**config.mk**
```make
export PLATFORM = sky130hd
export DESIGN_NAME = epdws_waveform_store
export DESIGN_NICKNAME = d
export VERILOG_FILES = /design/src/rtl/epdws_pkg.sv /design/src/rtl/epdws_frame_timer.sv /design/src/rtl/epdws_axil_slave.sv /design/src/rtl/epdws_waveform_store.sv
export VERILOG_INCLUDE_DIRS = /design/src /design/src/rtl
export SDC_FILE = /design/constraint.sdc
export NUM_CORES = 2
export LEC_CHECK = 0
export BUFFER_PORTS_ARGS = -buffer_cell sky130_fd_sc_hd__clkbuf_2
export CORE_ASPECT_RATIO = 2
export CORE_MARGIN = 4
export CORE_UTILIZATION = 30
export DETAILED_ROUTE_END_ITERATION = 7
export PLACE_DENSITY = 0.42
export SYNTH_ARGS = -nofsm -noshare
export SYNTH_HDL_FRONTEND = slang
export SYNTH_SLANG_ARGS = --single-unit
```
**constraint.sdc**
```tcl
create_clock -name clk -period 10.1 [get_ports clk]
set_input_delay 1.01 -clock clk [delete_from_list [all_inputs] [get_ports clk]]
set_output_delay 1.01 -clock clk [all_outputs]
set_load 0.005 [all_outputs]
```
**src/rtl/epdws_defs.svh**
```systemverilog
// Offsets, field positions, reset values and timing figures of the waveform store.
// Included by the waveform store modules; definitions only.
`ifndef EPDWS_DEFS_SVH
`define EPDWS_DEFS_SVH

// Waveform setting layout (byte indices)
`define EPDWS_WS_BYTES        233
`define EPDWS_LUT_FIRST       8'd0
`define EPDWS_LUT_LAST        8'd226
`define EPDWS_OFS_FRAME_RATE  8'd224
`define EPDWS_OFS_XON_LOW     8'd225
`define EPDWS_OFS_XON_HIGH    8'd226
`define EPDWS_OFS_POWER_OFF   8'd227
`define EPDWS_OFS_GATE_LEVEL  8'd228
`define EPDWS_OFS_SRC_FIRST   8'd229
`define EPDWS_OFS_SRC_LAST    8'd231
`define EPDWS_OFS_COM_LEVEL   8'd232
`define EPDWS_GROUP_BYTES     7
`define EPDWS_TC_GROUPS       3'd7
`define EPDWS_BW_GROUPS       3'd5
`define EPDWS_TC_TABLES       3'd4
`define EPDWS_BW_TABLES       3'd5
`define EPDWS_TC_TABLE_BYTES  56
`define EPDWS_BW_TABLE_BYTES  42
`define EPDWS_LSEL_MSB        7
`define EPDWS_LSEL_LSB        6
`define EPDWS_PLEN_MSB        5

// Host commands that address the setting
`define EPDWS_CMD_LUT         8'h32
`define EPDWS_CMD_POWER_OFF   8'h3f
`define EPDWS_CMD_GATE        8'h03
`define EPDWS_CMD_SOURCE      8'h04
`define EPDWS_CMD_COM         8'h2c

// Power-off options
`define EPDWS_POFF_DISCHARGE  8'h22
`define EPDWS_POFF_KEEP       8'h07
`define EPDWS_POFF_SCANS      6'd2

// Register map (byte addresses)
`define EPDWS_REG_CTRL        8'h00
`define EPDWS_REG_STATUS      8'h04
`define EPDWS_REG_CMD         8'h08
`define EPDWS_REG_DATA        8'h0c
`define EPDWS_REG_DRIVE       8'h10
`define EPDWS_CTRL_START      0
`define EPDWS_CTRL_BW         1
`define EPDWS_CTRL_RESET      32'h0000_0000

// Clock in Hz; frame rates in units of 0.5 Hz
`define EPDWS_CLK_HZ          50000000
`define EPDWS_HZ2_25          50
`define EPDWS_HZ2_37P5        75
`define EPDWS_HZ2_50          100
`define EPDWS_HZ2_62P5        125
`define EPDWS_HZ2_75          150
`define EPDWS_HZ2_87P5        175
`define EPDWS_HZ2_100         200
`define EPDWS_HZ2_112P5       225
`define EPDWS_HZ2_125         250

`endif

```
**src/rtl/epdws_pkg.sv**
```systemverilog
// Types shared by the waveform store modules.
// Assumes nothing beyond the constants header.
package epdws_pkg;

  typedef struct packed {
    logic        awvalid;
    logic [7:0]  awaddr;
    logic        wvalid;
    logic [31:0] wdata;
    logic [3:0]  wstrb;
    logic        bready;
    logic        arvalid;
    logic [7:0]  araddr;
    logic        rready;
  } epdws_axil_req_type;

  typedef struct packed {
    logic        awready;
    logic        wready;
    logic        bvalid;
    logic [1:0]  bresp;
    logic        arready;
    logic        rvalid;
    logic [31:0] rdata;
    logic [1:0]  rresp;
  } epdws_axil_rsp_type;

  typedef enum logic [2:0] {
    SEQ_IDLE    = 3'b000,
    SEQ_GROUP   = 3'b001,
    SEQ_PAIR    = 3'b010,
    SEQ_PHASE   = 3'b011,
    SEQ_OFFSCAN = 3'b100,
    SEQ_OFFSTEP = 3'b101
  } epdws_seq_type;

  typedef struct packed {
    logic            phaseActive;
    logic            gateAllOn;
    logic            gateScan;
    logic [4:0][1:0] levelSel;
    logic            comFloat;
    logic            pixelDischarge;
    logic            comDischarge;
    logic            hvDischarge;
    logic            gateLowFloat;
  } epdws_drive_type;

endpackage

```
**src/rtl/epdws_frame_timer.sv**
```systemverilog
// Frame tick generator: one-cycle pulse per display frame.
// Assumes a single clock of CLK_HZ and a frame rate code stable while enabled.
`timescale 1ns/1ps
`include "epdws_defs.svh"
module epdws_frame_timer #(
  parameter int CLK_HZ = `EPDWS_CLK_HZ
) (
  input  wire logic       clk,
  input  wire logic       rst,
  input  wire logic       enable,
  input  wire logic [3:0] rateCode,
  output logic            tick
);
  localparam int P25   = CLK_HZ * 2 / `EPDWS_HZ2_25;
  localparam int P37   = CLK_HZ * 2 / `EPDWS_HZ2_37P5;
  localparam int P50   = CLK_HZ * 2 / `EPDWS_HZ2_50;
  localparam int P62   = CLK_HZ * 2 / `EPDWS_HZ2_62P5;
  localparam int P75   = CLK_HZ * 2 / `EPDWS_HZ2_75;
  localparam int P87   = CLK_HZ * 2 / `EPDWS_HZ2_87P5;
  localparam int P100  = CLK_HZ * 2 / `EPDWS_HZ2_100;
  localparam int P112  = CLK_HZ * 2 / `EPDWS_HZ2_112P5;
  localparam int P125  = CLK_HZ * 2 / `EPDWS_HZ2_125;

  if (CLK_HZ < `EPDWS_HZ2_125)
  begin : g_bad_clk
    $error("CLK_HZ too small for the fastest frame rate");
  end

  logic [31:0] period;
  logic [31:0] cnt_q;

  always_comb
  begin
    case (rateCode) // RULE_01
      4'h1:    period = 32'(P25);
      4'h2:    period = 32'(P50);
      4'h3:    period = 32'(P75);
      4'h4:    period = 32'(P100);
      4'h5:    period = 32'(P125);
      4'h9:    period = 32'(P37);
      4'ha:    period = 32'(P62);
      4'hb:    period = 32'(P87);
      4'hc:    period = 32'(P112);
      // Unlisted codes fall back to the slowest rate so a sequence never stalls
      default: period = 32'(P25);
    endcase
  end

  always_ff @(posedge clk)
  begin
    if (rst || !enable)
      cnt_q <= 32'h0;
    else if (cnt_q >= period - 32'h1)
      cnt_q <= 32'h0;
    else
      cnt_q <= cnt_q + 32'h1;
  end

  assign tick = enable && (cnt_q >= period - 32'h1);
endmodule

```
**src/rtl/epdws_axil_slave.sv**
```systemverilog
// AXI4-Lite slave front end: turns bus transfers into register strobes.
// Assumes one write and one read in flight; register data is supplied combinationally.
`timescale 1ns/1ps
module epdws_axil_slave (
  input  wire logic                        clk,
  input  wire logic                        rst,
  input  wire epdws_pkg::epdws_axil_req_type axiReq,
  output epdws_pkg::epdws_axil_rsp_type    axiRsp,
  output logic                             wrStb,
  output logic [7:0]                       wrAddr,
  output logic [31:0]                      wrData,
  output logic [3:0]                       wrStrb,
  input  wire logic                        wrOk,
  output logic                             rdStb,
  output logic [7:0]                       rdAddr,
  input  wire logic [31:0]                 rdData,
  input  wire logic                        rdOk
);
  logic        awHave_q;
  logic        wHave_q;
  logic [7:0]  awAddr_q;
  logic [31:0] wData_q;
  logic [3:0]  wStrb_q;
  logic        bValid_q;
  logic [1:0]  bResp_q;
  logic        rValid_q;
  logic [31:0] rData_q;
  logic [1:0]  rResp_q;

  assign axiRsp.awready = !awHave_q && !bValid_q;
  assign axiRsp.wready  = !wHave_q && !bValid_q;
  assign axiRsp.arready = !rValid_q;
  assign axiRsp.bvalid  = bValid_q;
  assign axiRsp.bresp   = bResp_q;
  assign axiRsp.rvalid  = rValid_q;
  assign axiRsp.rdata   = rData_q;
  assign axiRsp.rresp   = rResp_q;

  // Address and data may arrive in either order; the strobe fires once both are held
  assign wrStb  = awHave_q && wHave_q && !bValid_q;
  assign wrAddr = awAddr_q;
  assign wrData = wData_q;
  assign wrStrb = wStrb_q;
  assign rdStb  = axiReq.arvalid && !rValid_q;
  assign rdAddr = axiReq.araddr;

  always_ff @(posedge clk)
  begin
    if (rst)
    begin
      awHave_q <= 1'b0;
      wHave_q  <= 1'b0;
      awAddr_q <= 8'h00;
      wData_q  <= 32'h0;
      wStrb_q  <= 4'h0;
      bValid_q <= 1'b0;
      bResp_q  <= 2'b00;
    end
    else
    begin
      if (axiReq.awvalid && axiRsp.awready)
      begin
        awHave_q <= 1'b1;
        awAddr_q <= axiReq.awaddr;
      end
      if (axiReq.wvalid && axiRsp.wready)
      begin
        wHave_q <= 1'b1;
        wData_q <= axiReq.wdata;
        wStrb_q <= axiReq.wstrb;
      end
      if (wrStb)
      begin
        awHave_q <= 1'b0;
        wHave_q  <= 1'b0;
        bValid_q <= 1'b1;
        bResp_q  <= wrOk ? 2'b00 : 2'b10;
      end
      else if (bValid_q && axiReq.bready)
        bValid_q <= 1'b0;
    end
  end

  always_ff @(posedge clk)
  begin
    if (rst)
    begin
      rValid_q <= 1'b0;
      rData_q  <= 32'h0;
      rResp_q  <= 2'b00;
    end
    else if (rdStb)
    begin
      rValid_q <= 1'b1;
      rData_q  <= rdOk ? rdData : 32'h0;
      rResp_q  <= rdOk ? 2'b00 : 2'b10;
    end
    else if (rValid_q && axiReq.rready)
      rValid_q <= 1'b0;
  end
endmodule

```
**src/rtl/epdws_waveform_store.sv**
```systemverilog
// Waveform setting store and drive sequencer for an e-paper driver.
// Assumes OTP bytes arrive as single-cycle writes and that software drives AXI4-Lite.
//
// Overview of operation
// RULE_01 - Frame rate code picks the frame period
// RULE_02 - Flag clear: normal gate scan in pair
// RULE_03 - Flag set: all gates high in pair
// RULE_04 - Option 0x22: two scans, then staged discharge
// RULE_05 - Option 0x07: no scan, float and discharge
// RULE_06 - Host waits for discharge after option 0x07
// RULE_07 - Store holds one 233-byte setting
// RULE_08 - Bytes 0..226 written by command 0x32
// RULE_09 - Byte 227 is power-off option, command 0x3F
// RULE_10 - Byte 228 is gate level, command 0x03
// RULE_11 - Bytes 229..231 source levels, command 0x04
// RULE_12 - Byte 232 common level, command 0x2C
// RULE_13 - Loadable from OTP or host commands
// RULE_14 - Latest write wins over earlier loads; a host byte drops an OTP byte written in the same cycle
// RULE_15 - Three-colour: four tables of eight groups
// RULE_16 - Black/white: five tables of six groups
// RULE_17 - Bytes 224..226: frame rate, gate-on flags
// RULE_18 - Two-bit level select chooses drive levels
// RULE_19 - Phase length in frames, zero skips
// RULE_20 - Group repeat count, zero skips group
// RULE_21 - State repeat count, zero skips pair
// RULE_22 - Groups ascend, AB then CD, power-off last
`timescale 1ns/1ps
`include "epdws_defs.svh"
module epdws_waveform_store #(
  parameter int CLK_HZ = `EPDWS_CLK_HZ
) (
  input  wire logic                          clk,
  input  wire logic                          rst,
  input  wire epdws_pkg::epdws_axil_req_type axiReq,
  output epdws_pkg::epdws_axil_rsp_type      axiRsp,
  input  wire logic                          otpWrEn,
  input  wire logic [7:0]                    otpAddr,
  input  wire logic [7:0]                    otpData,
  output epdws_pkg::epdws_drive_type         drive,
  output logic                               frameTick,
  output logic                               busy
);
  if (CLK_HZ < `EPDWS_HZ2_125)
  begin : g_bad_clk
    $error("CLK_HZ too small for the fastest frame rate");
  end

  logic [7:0]  wsMem_q [0:`EPDWS_WS_BYTES-1];
  logic        wrStb;
  logic [7:0]  wrAddr;
  logic [31:0] wrData;
  logic [3:0]  wrStrb;
  logic        wrOk;
  logic        rdStb;
  logic [7:0]  rdAddr;
  logic [31:0] rdData;
  logic        rdOk;
  logic        bwMode_q;
  logic [7:0]  ptr_q;
  logic [7:0]  ptrEnd_q;
  logic        overrun_q;
  logic        hostByteWr;
  logic        startReq;

  epdws_axil_slave u_bus (
    .clk    (clk),
    .rst    (rst),
    .axiReq (axiReq),
    .axiRsp (axiRsp),
    .wrStb  (wrStb),
    .wrAddr (wrAddr),
    .wrData (wrData),
    .wrStrb (wrStrb),
    .wrOk   (wrOk),
    .rdStb  (rdStb),
    .rdAddr (rdAddr),
    .rdData (rdData),
    .rdOk   (rdOk)
  );

  assign wrOk = (wrAddr == `EPDWS_REG_CTRL) || (wrAddr == `EPDWS_REG_CMD) || (wrAddr == `EPDWS_REG_DATA);
  assign hostByteWr = wrStb && (wrAddr == `EPDWS_REG_DATA) && wrStrb[0] && (ptr_q <= ptrEnd_q);
  assign startReq   = wrStb && (wrAddr == `EPDWS_REG_CTRL) && wrStrb[0] && wrData[`EPDWS_CTRL_START];

  // Command selects a window of the setting; data bytes fill it in order
  always_ff @(posedge clk)
  begin
    if (rst)
    begin
      ptr_q     <= `EPDWS_LUT_FIRST;
      ptrEnd_q  <= `EPDWS_LUT_LAST;
      overrun_q <= 1'b0;
    end
    else if (wrStb && wrAddr == `EPDWS_REG_CMD && wrStrb[0])
    begin
      overrun_q <= 1'b0;
      case (wrData[7:0])
        `EPDWS_CMD_LUT:       begin ptr_q <= `EPDWS_LUT_FIRST;      ptrEnd_q <= `EPDWS_LUT_LAST;      end // RULE_08
        `EPDWS_CMD_POWER_OFF: begin ptr_q <= `EPDWS_OFS_POWER_OFF;  ptrEnd_q <= `EPDWS_OFS_POWER_OFF;  end // RULE_09
        `EPDWS_CMD_GATE:      begin ptr_q <= `EPDWS_OFS_GATE_LEVEL; ptrEnd_q <= `EPDWS_OFS_GATE_LEVEL; end // RULE_10
        `EPDWS_CMD_SOURCE:    begin ptr_q <= `EPDWS_OFS_SRC_FIRST;  ptrEnd_q <= `EPDWS_OFS_SRC_LAST;   end // RULE_11
        `EPDWS_CMD_COM:       begin ptr_q <= `EPDWS_OFS_COM_LEVEL;  ptrEnd_q <= `EPDWS_OFS_COM_LEVEL;  end // RULE_12
        default:              begin ptr_q <= 8'hff;                 ptrEnd_q <= 8'h00;                 end
      endcase
    end
    else if (hostByteWr)
      ptr_q <= ptr_q + 8'h01;
    else if (wrStb && wrAddr == `EPDWS_REG_DATA && wrStrb[0])
      overrun_q <= 1'b1;
  end

  // One shared store; the later write is what the sequencer plays, and a host byte drops an OTP byte in the same cycle
  always_ff @(posedge clk)
  begin
    if (hostByteWr)
      wsMem_q[ptr_q] <= wrData[7:0]; // RULE_07 RULE_13 RULE_14
    else if (otpWrEn && otpAddr < 8'(`EPDWS_WS_BYTES))
      wsMem_q[otpAddr] <= otpData; // RULE_13
  end

  always_ff @(posedge clk)
  begin
    if (rst)
      bwMode_q <= 1'(`EPDWS_CTRL_RESET >> `EPDWS_CTRL_BW);
    else if (wrStb && wrAddr == `EPDWS_REG_CTRL && wrStrb[0] && !busy)
      bwMode_q <= wrData[`EPDWS_CTRL_BW];
  end

  // Sequencer
  epdws_pkg::epdws_seq_type state_q;
  logic [2:0] grp_q;
  logic [7:0] rpCnt_q;
  logic       pair_q;
  logic [7:0] srCnt_q;
  logic       ph_q;
  logic [5:0] frm_q;
  logic       offStep_q;
  logic       comFloatHold_q;
  logic       gateLowFloatHold_q;
  logic [2:0] lastGrp;
  logic [2:0] nTables;
  logic [7:0] grpBase;
  logic [7:0] groupRepeat;
  logic [7:0] stateRepeat;
  logic [7:0] phaseByte;
  logic [5:0] phaseLength;
  logic [7:0] xonByte;
  logic       allGateOn;
  logic [7:0] powerOff;
  logic       lastGroup;

  function automatic logic [7:0] lutAddr(input logic bw, input logic [2:0] tbl, input logic [2:0] grp,
                                         input logic [2:0] ofs);
    int a;
    a = int'(tbl) * (bw ? `EPDWS_BW_TABLE_BYTES : `EPDWS_TC_TABLE_BYTES) + int'(grp) * `EPDWS_GROUP_BYTES + int'(ofs);
    return 8'(a);
  endfunction

  assign lastGrp     = bwMode_q ? `EPDWS_BW_GROUPS : `EPDWS_TC_GROUPS; // RULE_15 RULE_16
  assign nTables     = bwMode_q ? `EPDWS_BW_TABLES : `EPDWS_TC_TABLES;
  assign grpBase     = lutAddr(bwMode_q, 3'd0, grp_q, 3'd0);
  assign groupRepeat = wsMem_q[grpBase];
  assign stateRepeat = wsMem_q[grpBase + 8'd5 + {7'h00, pair_q}];
  assign phaseByte   = wsMem_q[grpBase + 8'd1 + {6'h00, pair_q, ph_q}];
  assign phaseLength = phaseByte[`EPDWS_PLEN_MSB:0];
  assign xonByte     = grp_q[2] ? wsMem_q[`EPDWS_OFS_XON_HIGH] : wsMem_q[`EPDWS_OFS_XON_LOW]; // RULE_17
  assign allGateOn   = xonByte[{grp_q[1:0], pair_q}];
  assign powerOff    = wsMem_q[`EPDWS_OFS_POWER_OFF];
  assign lastGroup   = (grp_q == lastGrp);
  assign busy        = (state_q != epdws_pkg::SEQ_IDLE);

  epdws_frame_timer #(
    .CLK_HZ (CLK_HZ)
  ) u_timer (
    .clk      (clk),
    .rst      (rst),
    .enable   (busy),
    .rateCode (wsMem_q[`EPDWS_OFS_FRAME_RATE][3:0]), // RULE_01 RULE_17
    .tick     (frameTick)
  );

  always_ff @(posedge clk)
  begin
    if (rst)
    begin
      state_q   <= epdws_pkg::SEQ_IDLE;
      grp_q     <= 3'd0;
      rpCnt_q   <= 8'h00;
      pair_q    <= 1'b0;
      srCnt_q   <= 8'h00;
      ph_q      <= 1'b0;
      frm_q     <= 6'd0;
      offStep_q <= 1'b0;
    end
    else
    begin
      case (state_q)
        epdws_pkg::SEQ_IDLE:
          if (startReq)
          begin
            grp_q   <= 3'd0;
            rpCnt_q <= 8'h00;
            state_q <= epdws_pkg::SEQ_GROUP;
          end
        epdws_pkg::SEQ_GROUP:
          if (rpCnt_q >= groupRepeat) // RULE_20
          begin
            rpCnt_q <= 8'h00;
            if (lastGroup) // RULE_22
            begin
              frm_q     <= 6'd0;
              offStep_q <= 1'b0;
              if (powerOff == `EPDWS_POFF_DISCHARGE)
                state_q <= epdws_pkg::SEQ_OFFSCAN; // RULE_04
              else if (powerOff == `EPDWS_POFF_KEEP)
                state_q <= epdws_pkg::SEQ_OFFSTEP; // RULE_05
              else
                state_q <= epdws_pkg::SEQ_IDLE;
            end
            else
              grp_q <= grp_q + 3'd1;
          end
          else
          begin
            pair_q  <= 1'b0;
            srCnt_q <= 8'h00;
            state_q <= epdws_pkg::SEQ_PAIR;
          end
        epdws_pkg::SEQ_PAIR:
          if (srCnt_q >= stateRepeat) // RULE_21
          begin
            srCnt_q <= 8'h00;
            if (pair_q)
            begin
              rpCnt_q <= rpCnt_q + 8'h01;
              state_q <= epdws_pkg::SEQ_GROUP;
            end
            else
              pair_q <= 1'b1; // RULE_22
          end
          else
          begin
            ph_q    <= 1'b0;
            frm_q   <= 6'd0;
            state_q <= epdws_pkg::SEQ_PHASE;
          end
        epdws_pkg::SEQ_PHASE:
          if (frm_q >= phaseLength) // RULE_19
          begin
            frm_q <= 6'd0;
            if (ph_q)
            begin
              srCnt_q <= srCnt_q + 8'h01;
              state_q <= epdws_pkg::SEQ_PAIR;
            end
            else
              ph_q <= 1'b1;
          end
          else if (frameTick)
            frm_q <= frm_q + 6'd1;
        epdws_pkg::SEQ_OFFSCAN:
          if (frm_q >= `EPDWS_POFF_SCANS) // RULE_04
            state_q <= epdws_pkg::SEQ_OFFSTEP;
          else if (frameTick)
            frm_q <= frm_q + 6'd1;
        epdws_pkg::SEQ_OFFSTEP:
          // Each discharge stage lasts one frame
          if (frameTick)
          begin
            offStep_q <= 1'b1;
            if (offStep_q)
              state_q <= epdws_pkg::SEQ_IDLE;
          end
        default:
          state_q <= epdws_pkg::SEQ_IDLE;
      endcase
    end
  end

  // Floating nodes persist after a keep-style power-off until the next update
  always_ff @(posedge clk)
  begin
    if (rst || startReq)
    begin
      comFloatHold_q     <= 1'b0;
      gateLowFloatHold_q <= 1'b0;
    end
    else if (state_q == epdws_pkg::SEQ_OFFSTEP && powerOff == `EPDWS_POFF_KEEP)
    begin
      comFloatHold_q     <= 1'b1; // RULE_05
      gateLowFloatHold_q <= offStep_q;
    end
  end

  logic inPhase;
  assign inPhase = (state_q == epdws_pkg::SEQ_PHASE) && (frm_q < phaseLength);

  always_ff @(posedge clk)
  begin
    if (rst)
      drive <= '0;
    else
    begin
      drive.phaseActive <= inPhase;
      drive.gateAllOn   <= inPhase && allGateOn; // RULE_03
      drive.gateScan    <= (inPhase && !allGateOn) || (state_q == epdws_pkg::SEQ_OFFSCAN); // RULE_02
      for (int t = 0; t < 5; t++)
        drive.levelSel[t] <= (inPhase && 3'(t) < nTables) ?
          wsMem_q[lutAddr(bwMode_q, 3'(t), grp_q, {1'b0, pair_q, ph_q} + 3'd1)][`EPDWS_LSEL_MSB:`EPDWS_LSEL_LSB] :
          2'b00; // RULE_18
      drive.comFloat       <= (inPhase && phaseByte[`EPDWS_LSEL_MSB:`EPDWS_LSEL_LSB] == 2'b11) || comFloatHold_q ||
                              (state_q == epdws_pkg::SEQ_OFFSTEP && powerOff == `EPDWS_POFF_KEEP); // RULE_18 RULE_05
      drive.pixelDischarge <= (state_q == epdws_pkg::SEQ_OFFSCAN); // RULE_04
      drive.comDischarge   <= (state_q == epdws_pkg::SEQ_OFFSTEP) && !offStep_q && (powerOff == `EPDWS_POFF_DISCHARGE);
      drive.hvDischarge    <= (state_q == epdws_pkg::SEQ_OFFSTEP) && (offStep_q || powerOff == `EPDWS_POFF_KEEP);
      drive.gateLowFloat   <= gateLowFloatHold_q ||
                              ((state_q == epdws_pkg::SEQ_OFFSTEP) && offStep_q && powerOff == `EPDWS_POFF_KEEP);
    end
  end

  // Register read side
  always_comb
  begin
    rdOk   = 1'b1;
    rdData = 32'h0;
    case (rdAddr)
      `EPDWS_REG_CTRL:   rdData = {30'h0, bwMode_q, 1'b0};
      `EPDWS_REG_STATUS: rdData = {20'h0, grp_q, state_q, 4'h0, overrun_q, busy};
      `EPDWS_REG_CMD:    rdData = {16'h0, ptrEnd_q, ptr_q};
      `EPDWS_REG_DATA:   rdData = (ptr_q < 8'(`EPDWS_WS_BYTES)) ? {24'h0, wsMem_q[ptr_q]} : 32'h0;
      `EPDWS_REG_DRIVE:  rdData = {14'h0, drive};
      default:           rdOk   = 1'b0;
    endcase
  end
endmodule

```
# After elaboration in Yosys (flattened, before gate mapping)

Memories as Yosys holds them, arrays and structs flattened. A register that Yosys moved wholly into a read port is not among the register bits.
Cells that the tools add are included.

Add/subtract/negate cells: 21
Multiply operators: 2
Div/mod/pow operators: 0
$lt $le $gt $ge: 15
Eq/ne operators: 36
Shifts and indexed selects: 0
Mux-type cells: 74
Bitwise operators: 6
Reduce and logical (&&, ||, !) cells: 84

Operators by type and width:

| cell                                                                 | count |
|---|---|
| 8-bit 2-to-1 mux                                                     | 16 |
| 18-bit case mux with 5 select lines                                  | 1 |
| 8-bit case mux with 5 select lines                                   | 2 |
| 8-bit case mux with 3 select lines                                   | 2 |
| 3-bit 2-to-1 mux                                                     | 15 |
| 6-bit 2-to-1 mux                                                     | 6 |
| 1-bit logical AND                                                    | 35 |
| 32-bit by 1-bit adder with 32-bit output, second input constant      | 1 |
| 8-bit by 1-bit adder with 8-bit output, second input constant        | 4 |
| 8-bit by 4-bit adder with 8-bit output                               | 4 |
| 8-bit by 4-bit == test with 1-bit output, second input constant      | 4 |
| 8-bit by 6-bit == test with 1-bit output, second input constant      | 4 |
| 32-bit greater-or-equal comparator                                   | 1 |
| 32-bit by 1-bit subtractor with 32-bit output, second input constant | 1 |
| 2-bit != test, second input constant                                 | 14 |
| 8-bit by 3-bit == test with 1-bit output, second input constant      | 3 |
| 6-bit case mux with 4 select lines                                   | 1 |
| 1-bit 2-to-1 mux                                                     | 20 |
| 18-bit 2-to-1 mux                                                    | 1 |
| 3-bit case mux with 6 select lines                                   | 1 |
| 8-bit greater-or-equal comparator                                    | 2 |
| 8-bit zero test                                                      | 2 |
| 8-bit less-than comparator, second input constant                    | 2 |
| 2-bit OR reduction                                                   | 8 |
| other kinds (48)                                                     | 88 |

Register bits after elaboration: 148
Latch bits: 0
Bits in writable memories: 1864
Bits in read-only memories: 336
Bits of input ports: 76
Output and inout port bits: 61
Memories: 2

Memories:

| memory          | depth | width | read ports | clocked after Yosys merged registers in | write ports | line                       | RTL |
|---|---|---|---|---|---|---|---|
| wsMem_q         | 233   | 8     | 13         | 6                                       | 1           | epdws_waveform_store.sv:48 | `` logic [7:0] wsMem_q [0:`EPDWS_WS_BYTES-1]; `` |
| (no name shown) | 16    | 21    | 1          | 0                                       | 0           | epdws_frame_timer.sv:34    | `case (rateCode)` |

# Logic depth before layout (Yosys ltp)

Depth after elaboration: 9
Gate-level depth with buffers: 28

# By module

Synthesis repeated with hierarchy kept, for this count alone.

Cells, all modules: 6596
Area total of the unflattened synthesis: 114712.5 um^2

By module, submodules not included:

| module               | times used | cells each | area an instance (um^2) | sequential area each (um^2) |
|---|---|---|---|---|
| epdws_waveform_store | 1          | 5892       | 108806.9                | 58175.8 |
| epdws_axil_slave     | 1          | 377        | 3046.7                  | 1641.6 |
| epdws_frame_timer    | 1          | 327        | 2859.0                  | 640.6 |

# Worst setup path after synthesis

OpenSTA, ideal clock, no wires.

Kind: register to register
Start: register grp_q[0]
End: register rpCnt_q[6]
Library setup time: 72 ps
Arrival: 6942 ps
Required time: 10028 ps
Path slack: 3087 ps
Cell stages (with the launch flop): 29
Path buffers: 9
Path through: dfxtp_1 -> buf_2 -> buf_1 -> clkbuf_1 -> buf_1 -> inv_1 -> ha_1 -> inv_1 -> ha_1 -> clkbuf_1 -> buf_2 -> buf_2 -> buf_1 -> mux4_2 -> mux4_2 -> mux2i_1 -> nand2_1 -> o211ai_1 -> o21ai_0 -> ha_1 -> nand2b_1 -> a21o_1 -> a21oi_1 -> o21a_1 -> o41a_1 -> or3_1 -> clkbuf_1 -> or4_1 -> a21oi_1

Cells in the longest elaborated chain, start to end: 7

Ends and longest elaborated chain:

| element                                                 | line                        | RTL |
|---|---|---|
| start: declaration                                      | epdws_waveform_store.sv:131 | `logic [2:0] grp_q;` |
| start signal: assignment                                | epdws_waveform_store.sv:221 | `grp_q <= grp_q + 3'd1;` |
| 3-bit by 3-bit multiplier with 6-bit output (no line) * | n/a                         |  |
| 8-bit by 3-bit adder with 8-bit output                  | epdws_waveform_store.sv:163 | `assign stateRepeat = wsMem_q[grpBase + 8'd5 + {7'h00, pair_q}];` |
| 8-bit by 1-bit adder with 8-bit output                  | epdws_waveform_store.sv:163 |  |
| memory read 233 x 8 bit *                               | n/a                         |  |
| 8-bit greater-or-equal comparator                       | epdws_waveform_store.sv:230 | `if (srCnt_q >= stateRepeat)` |
| 2-bit != test (no line)                                 | n/a                         |  |
| 5-bit AND reduction (no line) *                         | n/a                         |  |
| end signal: assignment                                  | epdws_waveform_store.sv:235 | `rpCnt_q <= rpCnt_q + 8'h01;` |
| end: declaration                                        | epdws_waveform_store.sv:132 | `logic [7:0] rpCnt_q;` |

Every way passes the cells marked *; elsewhere a longest branch is shown, timed or not.
A chain may end at the register's enable or synchronous reset.

# Worst setup path in the final report

Start: register grp_q[1]
End: register srCnt_q[5]

Cells in the longest elaborated chain, start to end: 7

Ends and longest elaborated chain:

| element                                                                                          | line                                                     | RTL |
|---|---|---|
| 3-bit by 3-bit multiplier with 6-bit output (no line) *                                          | n/a                                                      |  |
| 8-bit by 3-bit adder with 8-bit output or 8-bit by 1-bit adder with 8-bit output (tied branches) | epdws_waveform_store.sv:163, epdws_waveform_store.sv:164 |  |
| 8-bit by 1-bit adder with 8-bit output or 8-bit by 2-bit adder with 8-bit output (tied branches) | epdws_waveform_store.sv:163, epdws_waveform_store.sv:164 |  |
| memory read 233 x 8 bit *                                                                        | n/a                                                      |  |
| 8-bit greater-or-equal comparator or 6-bit greater-or-equal comparator (tied branches)           | epdws_waveform_store.sv:230, epdws_waveform_store.sv:248 |  |
| 2-bit != test (no line)                                                                          | n/a                                                      |  |
| 5-bit AND reduction (no line) *                                                                  | n/a                                                      |  |
| end signal: assignment                                                                           | epdws_waveform_store.sv:253                              | `srCnt_q <= srCnt_q + 8'h01;` |
| end: declaration                                                                                 | epdws_waveform_store.sv:134                              | `logic [7:0] srCnt_q;` |

Marks and branches as above.

==> results.txt <==
R2R Setup Slk - 1.78 ns
Clk_skew - 0.07297 ns
Die area - 385,600 sq um
Fin nets - 6,719
H-tree lvl count - 4
DR pass1 iterations - 8
Gate Count Post-Synth - 6,357
Vias per cell - 6.032
Routed wire per std cell - 41.44 um
DP Area - 122,100 sq um
#FFs+latches synth - 2,035
Top FF cell, synth - edfxtp_1
DIE HEIGHT - 874.2 um
Time the worst path needs with I/O delays and setup - 8.320 ns
Post-synthesis cell area - 112,500 sq um
Hold Crit Depth - 2
CTS Buffer Depth - 4
Synth area leaders - edfxtp_1 (50%), mux4_2 (33%), dfxtp_1 (2.6%)
Fin. Hold Viols - 0
Iter 0 DRT Violations - 6,301
Hold Crit Class - input pin to register
Largest net degree at the start of global routing - 185
Post-DRT Antenna Nets - 0
GRT Total Usage - 0.2477
Setup crit start kind - register
Vias in the first global route - 73,040
CTS Buf Count - 209
Io pins - 137
Final instance area - 129,100 sq um
Period utilisation layout - 0.8237
Die width - 441.1 um
Num Clock Sinks - 2,035
Clock transition at path regs - 0.07 ns
Post-cts hold buffer count - 0
Final HPWL DP - 347,200 um
P per Cell Area - 260.9 nW/um^2
Synth Area per Inst - 17.70 sq um
Hold path endpoint - u_bus.rValid_q
Clk_lat worst skew - 0.94 ns
Library cells used by synthesis - 81
F_max - 0.1202 GHz
Max incr delay on CP - 1.36 ns
Grt total ovfl - 0
Root buffer cell - clkbuf_16
Min-delay src - axiReq[0]
DRC Markers - 0
R2R cell count - 15
Critical Path RT - 10.95 ns
Leak pwr - 38.72 nW
Worst-path fanout max - 36
Post-synth EDFFs - 1,888
YS warnings - 0
Register area share after synthesis - 0.5299
Reg2reg end - srCnt_q[5]
Drt total wl - 483,600 um
Initial antenna violation count - 27
Status - completed
Worst rel slew slack - 0.1329
Share of the synthesized area in the top cell type - 0.5037
Crit-path cells - ha_4 -> inv_1 -> fa_4 -> buf_12 -> mux4_2 -> mux4_2 -> a211oi_1 -> a211oi_1 -> a21oi_1 -> ha_1 -> nand4_1 -> o21bai_1 -> o21ai_0 -> or3_1 -> a21oi_1
VDD IR-drop max - 0.3125 mV
Slew Limit Fails - 0
Vias - 70,400
First-pass GRT wire length - 649,100 um
Cell taking the most area after synthesis - edfxtp_1
Setup TNS - 0 ns
Worst-margin pin slew - 1.291 ns
Ys async rst share - 0
Rows - 317
Crit end category - register
Layout area overhead - 14.67%
Number of port buffers - 93
FF-to-FF Start - grp_q[1]
Critical Path AT - 9.17 ns
Max-cap violations - 0
Share of layout cells above drive strength 1 - 0.3998
# setup viols final - 0
CP max-delay cell - fa_4
Initial Util - 0.3016
Post-CTS setup buffer count - 0
Placeable core region - 373,200 sq um
CTS tree - done
Crit Path Category - register to register
GP Congestion - 0.9293
RSZ-0062 raised after global routing - false
Post_cts resized - 0
## layer usage
layer  track usage  up-vias  routed length, um
met2        0.4589     3146             262500
met1        0.2417    38450             148200
met5             0        -                 66
met4        0.2124       10              52100
li1              -    27750                  -
met3       0.02801     1043              20710
## flip-flops by register name (all words and copies together) (netlist names), 5 cells and up, named ones only
name / flops
u_timer.cnt_q: 32
frm_q: 6
srCnt_q: 8
ptr_q: 8
rpCnt_q: 8
wsMem_q: 1888
u_bus.rData_q: 18
ptrEnd_q: 5
drive: 18
u_bus.wrAddr: 8
u_bus.wrData: 8
## where the power goes
part | switching (W) | internal [W]
registers | 0.0000745 | 0.00931
logic | 0.00911 | 0.00705
clock network | 0.00359 | 0.00454
total | 0.0128 | 0.0209
## kinds of logic (layout without fill, tap and decap cells)
family	count (synthesis)	after routing	share of synthesized area
DFF	2035	2035	0.5299
muxes	1845	1845	0.3452
and+or+nand+nor	1070	1070	0.04562
buffers and inverters	631	928	0.02529
AOI/OAI and AO/OA	575	575	0.03317
adders and majority gates	126	126	0.01481
xor gates and xnor gates	73	73	0.005948
other	2	75	0.00006673
## placed cells by master, fill, tap and decap left out, drive strengths merged, types with 27 or more instances in the layout
master	instances
dfxtp	147
conb	27
inv	75
a21oi	160
nor3	182
a21o	28
nor4	82
nor2b	54
xor2	37
clkbuf	340
o21ai	120
nand2	279
nand3	126
clkinv	83
nor2	215
mux2i	198
bufinv	28
ha	114
xnor2	36
o211ai	50
diode	48
mux4	1627
nand2b	27
edfxtp	1888
a211oi	67
buf	393
## how the worst max path moves through the flow
stage                        start          to  cells after the start
after floorplan           grp_q[0]  rpCnt_q[6]                     28
after global placement    grp_q[1]  srCnt_q[5]                     15
after detailed placement  grp_q[1]  srCnt_q[5]                     15
after CTS                 grp_q[1]  srCnt_q[5]                     15
after global routing      grp_q[2]  srCnt_q[5]                     18
final                     grp_q[1]  srCnt_q[5]                     15
## cells in the mapped netlist, types with 27 or more instances
cell type,count
nor4_1,82
nor2_1,215
xnor2_1,33
xor2_1,36
nand3_1,126
a21o_1,28
o211ai_1,50
inv_1,65
buf_1,72
buf_2,154
nor2b_1,54
o21ai_0,119
a21oi_1,159
nand2_1,279
edfxtp_1,1888
nor3_1,182
dfxtp_1,147
a211oi_1,65
mux4_2,1626
mux2i_1,198
buf_4,74
ha_1,114
nand2b_1,27
clkbuf_1,260
## metrics by stage
step	setup WS (ns)	cells	hold slack, ns	utilization	power, W
final	1.780	11670	0.2646	0.3458	0.03367
after global routing	1.819	11660	0.2487	0.3457	0.03458
after CTS	1.973	11620	0.1904	0.3455	0.03397
after detailed placement	1.978	11250	0.4561	0.3272	0.02579
after global placement	1.973	11250	0.4468	0.3272	0.02579
after floorplan	3.087	6382	0.4324	-	0.01964
## worst max-delay path: cells and delay by family, from the launching register on
family | cells | cell delay [ns]
compound gates | 6 | 2.99
fa+ha+maj | 3 | 2.13
mux | 2 | 0.97
flops | 1 | 0.74
simple gates | 2 | 0.65
buf+inv | 2 | 0.55
## final cells by class
cell class                      instances  area, sq um
Sequential cell                      2035        59660
Fill cell                           34990       244200
Antenna cell                           48        120.1
Multi-Input combinational cell       3716        52030
Inverter                               70        262.8
Tap cell                             4944         6186
Clock inverter                        125         1395
Clock buffer                          248         5406
Timing Repair Buffer                  485         3996
No activity file was read; power rests on OpenSTA's default activity.
